## config.mk

```make
export PLATFORM = sky130hd
export DESIGN_NAME = external_memory_bus_interface
export DESIGN_NICKNAME = d
export VERILOG_FILES = /design/src/core/ext_bus_pkg.sv /design/src/core/external_memory_bus_interface.sv /design/src/core/sync_stage.sv
export SDC_FILE = /design/constraint.sdc
export NUM_CORES = 1
export LEC_CHECK = 0
export BUFFER_PORTS_ARGS = -buffer_cell sky130_fd_sc_hd__buf_2
export CORE_MARGIN = 3
export CORE_UTILIZATION = 31
export CTS_BUF_LIST = sky130_fd_sc_hd__clkbuf_8 sky130_fd_sc_hd__clkbuf_16
export CTS_CLUSTER_SIZE = 16
export DETAILED_ROUTE_END_ITERATION = 6
export HOLD_SLACK_MARGIN = 0.05
export SLEW_MARGIN = 25
export SYNTH_ARGS = -nofsm -noshare
export SYNTH_HDL_FRONTEND = slang
export SYNTH_SLANG_ARGS = --single-unit
```

## constraint.sdc

```tcl
create_clock -name clock -period 2.4 [get_ports clock]
set_input_delay 0.48 -clock clock [delete_from_list [all_inputs] [get_ports clock]]
set_output_delay 0.48 -clock clock [all_outputs]
set_load 0.02 [all_outputs]
```

## src/core/ext_bus_pkg.sv

```systemverilog
// Constants and types shared by the external memory bus interface
package ext_bus_pkg;

    // ****************************************
    // Address space and on-chip code size
    // ****************************************
    localparam int          ADDR_WIDTH        = 16;            // 64K program, 64K data
    localparam int          DATA_WIDTH        = 8;
    localparam logic [16:0] ON_CHIP_CODE_SIZE = 17'h0_2000;    // 8K bytes of on-chip code

    // ****************************************
    // Timing
    // ****************************************
    localparam int          CLOCK_PERIOD_NS    = 50;           // 20 MHz core clock
    localparam int          MACHINE_CYCLE_OSC  = 12;           // Oscillator periods per cycle
    localparam int          MIN_RESET_MACHINES = 2;            // Reset held high this long
    localparam int          MIN_RESET_CLOCKS   = MIN_RESET_MACHINES * MACHINE_CYCLE_OSC;
    localparam int          STROBE_NS          = 200;          // Least read/write strobe width
    localparam int          STROBE_CLOCKS_INT  =
        (STROBE_NS + CLOCK_PERIOD_NS - 1) / CLOCK_PERIOD_NS;
    localparam logic [2:0]  STROBE_CLOCKS      = 3'(STROBE_CLOCKS_INT);
    localparam logic [2:0]  ALE_IDLE_PERIOD    = 3'h6;         // Two latch pulses per cycle

    // ****************************************
    // Bus sequencer states
    // ****************************************
    typedef enum logic [2:0] {
        S_IDLE   = 3'b000,
        S_ADDR   = 3'b001,
        S_LATCH  = 3'b010,
        S_STROBE = 3'b011,
        S_FINISH = 3'b100
    } state_type;

endpackage : ext_bus_pkg

```

## src/core/external_memory_bus_interface.sv

```systemverilog
// External memory bus sequencer: code fetch, data read and data write on multiplexed ports
//
// Contract
// - A low external-access select sends every code fetch to the external memory.
// - With the select high and the address in on-chip code space, no bus cycle is run.
// - External fetches and code-table reads pulse the program-store strobe low.
// - Internal code accesses produce no program-store strobe pulse.
// - The address latch strobe lets an outside latch capture the low address byte.
// - The low port carries the low address byte first and the data byte after it.
// - The high port carries the upper address byte during external accesses.
// - Data writes use the write strobe and data reads the read strobe, both active low.
// - Program and data spaces are each 64K bytes, addressed with 16 bits.
// - With the latch strobe turned off, it still pulses for each external access.
`timescale 1ns/1ps
module external_memory_bus_interface
    import ext_bus_pkg::*;
(
    input  wire logic                  clock,
    input  wire logic                  reset,
    input  wire logic                  externalAccessSelect,
    input  wire logic                  aleOff,
    input  wire logic                  codeReq,
    input  wire logic                  dataReadReq,
    input  wire logic                  dataWriteReq,
    input  wire logic [ADDR_WIDTH-1:0] reqAddress,
    input  wire logic [DATA_WIDTH-1:0] writeData,
    output logic                       reqReady,
    output logic                       done,
    output logic                       doneInternal,
    output logic      [DATA_WIDTH-1:0] readData,
    input  wire logic [DATA_WIDTH-1:0] lowPortIn,
    output logic      [DATA_WIDTH-1:0] lowPortOut,
    output logic                       lowPortOeN,
    output logic      [DATA_WIDTH-1:0] highPortOut,
    output logic                       addressLatchStrobe,
    output logic                       programStoreStrobeN,
    output logic                       writeStrobeN,
    output logic                       readStrobeN
);

    state_type             state;
    state_type             next_state;
    logic                  eaSync;
    logic [DATA_WIDTH-1:0] lowSync;
    logic [2:0]            strobeCount;
    logic [2:0]            aleCount;
    logic                  kindCode;
    logic                  kindRead;
    logic                  kindWrite;
    logic [ADDR_WIDTH-1:0] addrReg;
    logic [DATA_WIDTH-1:0] wdataReg;
    logic                  anyReq;
    logic                  inOnChip;
    logic                  internalAccept;
    logic                  externalAccept;
    logic                  strobeLast;
    logic                  idleAlePulse;

    // ****************************************
    // Pin synchronisers
    // ****************************************
    sync_stage #(.WIDTH(1)) eaSyncInst (
        .clock   (clock),
        .reset   (reset),
        .asyncIn (externalAccessSelect),
        .syncOut (eaSync)
    );

    sync_stage #(.WIDTH(DATA_WIDTH)) lowSyncInst (
        .clock   (clock),
        .reset   (reset),
        .asyncIn (lowPortIn),
        .syncOut (lowSync)
    );

    // ****************************************
    // Request decode
    // ****************************************
    // Code wins over data read, data read over data write when several arrive together
    assign reqReady       = (state == S_IDLE);
    assign anyReq         = codeReq | dataReadReq | dataWriteReq;
    assign inOnChip       = ({1'b0, reqAddress} < ON_CHIP_CODE_SIZE);
    assign internalAccept = reqReady & codeReq & eaSync & inOnChip;
    assign externalAccept = reqReady & anyReq & ~internalAccept;
    assign strobeLast     = (strobeCount == STROBE_CLOCKS - 3'h1);
    assign idleAlePulse   = (aleCount == ALE_IDLE_PERIOD - 3'h1);

    // Sequencer next state
    always_comb begin
        next_state = state;
        case (state)
            S_IDLE:   if (externalAccept) next_state = S_ADDR;
            S_ADDR:   next_state = S_LATCH;
            S_LATCH:  next_state = S_STROBE;
            S_STROBE: if (strobeLast) next_state = S_FINISH;
            S_FINISH: next_state = S_IDLE;
            default:  next_state = S_IDLE;
        endcase
    end

    // Sequencer state; reset length is the outside party's duty
    always_ff @(posedge clock or posedge reset) begin
        if (reset) begin
            state <= S_IDLE;
        end else begin
            state <= next_state;
        end
    end

    // Strobe width counter
    always_ff @(posedge clock or posedge reset) begin
        if (reset) begin
            strobeCount <= 3'h0;
        end else if (state == S_STROBE) begin
            strobeCount <= strobeCount + 3'h1;
        end else begin
            strobeCount <= 3'h0;
        end
    end

    // Idle latch pulse divider, free running only while no access is under way
    always_ff @(posedge clock or posedge reset) begin
        if (reset) begin
            aleCount <= 3'h0;
        end else if (state != S_IDLE || idleAlePulse) begin
            aleCount <= 3'h0;
        end else begin
            aleCount <= aleCount + 3'h1;
        end
    end

    // Capture of the accepted access
    always_ff @(posedge clock or posedge reset) begin
        if (reset) begin
            kindCode  <= 1'b0;
            kindRead  <= 1'b0;
            kindWrite <= 1'b0;
            addrReg   <= 16'h0000;
            wdataReg  <= 8'h00;
        end else if (externalAccept) begin
            kindCode  <= codeReq;
            kindRead  <= ~codeReq & dataReadReq;
            kindWrite <= ~codeReq & ~dataReadReq;
            addrReg   <= reqAddress;
            wdataReg  <= writeData;
        end
    end

    // ****************************************
    // Bus pins, registered from the next state
    // ****************************************
    // Low port: address byte first, then write data or released for read data
    always_ff @(posedge clock or posedge reset) begin
        if (reset) begin
            lowPortOut  <= 8'hFF;
            lowPortOeN  <= 1'b1;
            highPortOut <= 8'hFF;
        end else begin
            if (externalAccept) begin
                lowPortOut  <= reqAddress[7:0];
                highPortOut <= reqAddress[15:8];
            end else if (state == S_LATCH) begin
                lowPortOut  <= wdataReg;
            end
            // Address stays driven through the latch state, so the turn comes after the fall
            lowPortOeN <= ~((next_state == S_ADDR) || (next_state == S_LATCH) ||
                            (kindWrite && (next_state == S_STROBE ||
                                           next_state == S_FINISH)));
        end
    end

    // Latch strobe: forced on for an external access even while turned off
    always_ff @(posedge clock or posedge reset) begin
        if (reset) begin
            addressLatchStrobe <= 1'b0;
        end else begin
            addressLatchStrobe <= (next_state == S_ADDR) ||
                                  (next_state == S_IDLE && idleAlePulse && !aleOff);
        end
    end

    // Active low read, write and program-store strobes
    always_ff @(posedge clock or posedge reset) begin
        if (reset) begin
            programStoreStrobeN <= 1'b1;
            readStrobeN         <= 1'b1;
            writeStrobeN        <= 1'b1;
        end else begin
            programStoreStrobeN <= ~(next_state == S_STROBE && kindCode);
            readStrobeN         <= ~(next_state == S_STROBE && kindRead);
            writeStrobeN        <= ~(next_state == S_STROBE && kindWrite);
        end
    end

    // ****************************************
    // Answer to the core
    // ****************************************
    // Read data is taken from the synchronised port at the strobe's last clock
    always_ff @(posedge clock or posedge reset) begin
        if (reset) begin
            readData     <= 8'h00;
            done         <= 1'b0;
            doneInternal <= 1'b0;
        end else begin
            if (state == S_STROBE && strobeLast && !kindWrite) begin
                readData <= lowSync;
            end
            done         <= (state == S_FINISH) || internalAccept;
            doneInternal <= internalAccept;
        end
    end
endmodule : external_memory_bus_interface

```

## src/core/sync_stage.sv

```systemverilog
// Two flip-flop synchroniser for pin inputs
`timescale 1ns/1ps
module sync_stage #(
    parameter int WIDTH = 1
) (
    input  wire logic             clock,
    input  wire logic             reset,
    input  wire logic [WIDTH-1:0] asyncIn,
    output logic      [WIDTH-1:0] syncOut
);

    logic [WIDTH-1:0] firstStage;

    // First stage feeds only the second, to let metastability settle
    always_ff @(posedge clock or posedge reset) begin
        if (reset) begin
            firstStage <= '0;
            syncOut    <= '0;
        end else begin
            firstStage <= asyncIn;
            syncOut    <= firstStage;
        end
    end

endmodule : sync_stage

```

==> flow_summary.ini <==
[synth]
post_synthesis_cell_area_mm2 = 0.00268
syn_inst = 166
yosys-top-cells-area = sky130_fd_sc_hd__dfrtp_1 46%, sky130_fd_sc_hd__dfstp_2 20%, sky130_fd_sc_hd__mux2_4 11%, sky130_fd_sc_hd__mux2_2 10%, sky130_fd_sc_hd__ha_1 1.9%
synth-seq-cells = 69
synth_cell_types = 30
synth_top_area_share_pct = 45.7
yosys.area.top_type = sky130_fd_sc_hd__dfrtp_1
post_syn_nets = 209
yosysSeqAreaShare_pct = 65.3
yosys_warnings = 0
synthesized_area_divided_by_synthesized_cell_count_um2 = 16.2

[worst_setup_path]
slowest_delay_ns = 0.50
cp_cell_sequence = nor2_4 -> nand2_2 -> clkinv_2 -> buf_2
setup.worst_path.start_class = flip-flop
critical_path_peak_fanout = 8
endpoint_kind = output pin
setup.worst_path.class = reg2out
critical_path_arrival_ns = 1.37
worstPathRequired_ns = 1.92
slowest_stage = sky130_fd_sc_hd__dfrtp_1

[sta]
final_max_slew_viol_count = 0
fin_setup_tns_ns = 0
post-route-worst-setup-slack_ns = 0.550
rsz0062_at_grt = false
worst_margin_pin_slew_ns = 0.515
hold_violations = 0
relative_slew_slack_pct = 65.6
fin_worst_skew_ns = 0.00565
finalSetupViolCount = 0
timing.fmax_mhz = 541
min_period_over_period_pct = 77.1
holdWs_ns = 0.170
finalCriticalPeriod_ns = 1.85

[cells_and_area]
final_common_cell = sky130_fd_sc_hd__buf_2
layout_common_cells = 70 x sky130_fd_sc_hd__buf_2, 49 x sky130_fd_sc_hd__dfrtp_1, 24 x sky130_fd_sc_hd__mux2_2
n_diodes = 0
proportion_of_layout_cells_with_a_drive_suffix_above_1_pct = 63.3
nNetsFinal = 289
layoutNonFillerInstCount = 356
layout-area-overhead-vs-synth_pct = 24.7

[clock_tree]
cts_root_buffer = sky130_fd_sc_hd__clkbuf_8
clk-insertion-delay-late_ns = 0.33
cts-root-to-sink-buffers = 2
cts_tree = yes
post_cts_hold_buffer_count = 0
h_tree_levels = 3
cts.reportedPaths.clkPinSlew_ns = 0.07
post_cts_buffers = 0
cts_buffers = 9
cts.repair.resized = 0
clock_sinks = 69

[grt]
grt_first_pass_wirelength_mm = 8.06
globalRoute.totalOverflow = 0
number_of_antenna_violations_at_the_first_check_in_global_routing = 0
global_route.usage.total_pct = 10.6
grt_start_max_net_pins = 46
via_count_of_the_first_global_routing_pass = 1684

[placed_design]
post-place-cells = 340
dp_worst_setup_slack_ns = 0.415
gp_congestion = 0.697
dpl_hpwl_mm = 3.40
number_of_input_and_output_port_buffers_inserted = 70

[pwr]
max-vdd-ir-drop_mv = 0.514
power.density_mw_per_mm2 = 1260
power.leakage_nw = 1.62

[run_status]
status = completed

[routing]
vias_per_cell = 4.24
detail_route.iter0.violations = 48
postRouteWirelength_mm = 4.70
ant_nets = 0
vias = 1510
firstDrtPassIters = 2
drt-wirelength-per-cell_um = 13.2
drc = 0

[run]
max_cap_violations = 0

[floorplanning]
vert_die_dim_um = 99.0
placementRows = 33
floorplan.io_pins = 71
die_w_um = 99.0
floorplan.initialDensity_pct = 32.3
design.die.area_mm2 = 0.00981
core_mm2 = 0.00830

[hold_path]
timing.hold.worst.class = in2async
## worst max-delay path: cells and delay by family (launching register included)
| kind | cells | cell delay (ns) |
|---|---|---|
| buffers and inverters | 2 | 0.26 |
| flip-flops | 1 | 0.50 |
| AND/OR/NAND/NOR | 2 | 0.27 |
## power breakdown
| group | internal [mW] | switching, mW | total, mW |
|---|---|---|---|
| logic | 0.735 | 0.692 | 1.43 |
| registers | 1.68 | 0.212 | 1.89 |
| clock network | 0.474 | 0.434 | 0.907 |
## registers in the layout, indices dropped and copies added, names as in the netlist, 3 cells and up
register and cells:
readData 8, strobeCount 3, state 3, lowSyncInst.firstStage 8
lowPortOut 8, wdataReg 8, aleCount 3, highPortOut 8
lowSyncInst.syncOut 8
## cell type report
class	instances	area, µm²
sequential	69	1750
clock buffer	9	124
tap	105	131
inverter	7	27.5
multi-input combinational	86	858
clock inverter	7	67.6
timing repair buffer	73	385
fill	798	4950
## cells in the mapped netlist
library cell	instances
sky130_fd_sc_hd__and3_1	2
sky130_fd_sc_hd__a221o_1	1
sky130_fd_sc_hd__nand2_2	1
sky130_fd_sc_hd__ha_1	4
sky130_fd_sc_hd__o211ai_4	1
sky130_fd_sc_hd__o31ai_1	2
sky130_fd_sc_hd__nor3_1	1
sky130_fd_sc_hd__o21ai_0	1
sky130_fd_sc_hd__or3_1	1
sky130_fd_sc_hd__or2_2	1
sky130_fd_sc_hd__a21boi_0	1
sky130_fd_sc_hd__dfrtp_1	49
sky130_fd_sc_hd__nor2_4	1
sky130_fd_sc_hd__buf_8	2
sky130_fd_sc_hd__mux2_2	24
sky130_fd_sc_hd__buf_2	1
sky130_fd_sc_hd__nor3_4	1
sky130_fd_sc_hd__inv_1	6
sky130_fd_sc_hd__nor3b_4	1
sky130_fd_sc_hd__buf_6	1
sky130_fd_sc_hd__a21oi_1	2
sky130_fd_sc_hd__clkinv_2	1
sky130_fd_sc_hd__nor2b_1	2
sky130_fd_sc_hd__dfstp_2	20
sky130_fd_sc_hd__nand2b_1	1
sky130_fd_sc_hd__nand4bb_1	1
sky130_fd_sc_hd__nand2_1	8
sky130_fd_sc_hd__nor2_1	9
sky130_fd_sc_hd__nor3b_1	1
sky130_fd_sc_hd__mux2_4	19
## through the flow
step / cell area, µm² / utilization (%) / power [mW]
floorplan: 2680 / - / 2.97
global placement: 3150 / 38.0 / 3.34
detailed placement: 3150 / 38.0 / 3.37
CTS: 3350 / 40.3 / 4.31
global route: 3350 / 40.3 / 4.51
finish: 3350 / 40.3 / 4.22
## routing by layer
layer	global-route usage, %	share of wire [%]	vias to the layer above
met4	5.04	1.5	0
met5	0	0	-
met1	13.4	44	737
met3	4.18	7.0	8
met2	16.0	48	40
li1	-	-	725
## kinds of logic (layout without fill, tap and decap cells)
group / count (synthesis) / after routing / share of synthesized area (%)
AO/OA/AOI/OAI: 8 / 8 / 2.56
adder cells (fa/ha/maj): 4 / 4 / 1.86
buffers and inverters: 11 / 96 / 2.75
flip-flops: 69 / 69 / 65.3
multiplexers: 43 / 43 / 20.7
AND/OR/NAND/NOR: 31 / 31 / 6.85
## path summary, 6_finish.rpt
check                                           from                         to  slack, ns  depth (start not counted)
setup / recovery                            state[0]                   reqReady       0.55                          4
hold / removal                                 reset  lowSyncInst.firstStage[7]       0.17                          2
setup reg to reg                            state[0]                wdataReg[5]       0.61                          6
hold reg to reg            lowSyncInst.firstStage[1]     lowSyncInst.syncOut[1]       0.35                          0
max in group asynchronous                      reset              lowPortOut[5]       1.55                          3
min in group clock                      lowPortIn[3]  lowSyncInst.firstStage[3]       0.24                          1
(Power assumes the default switching activity.)
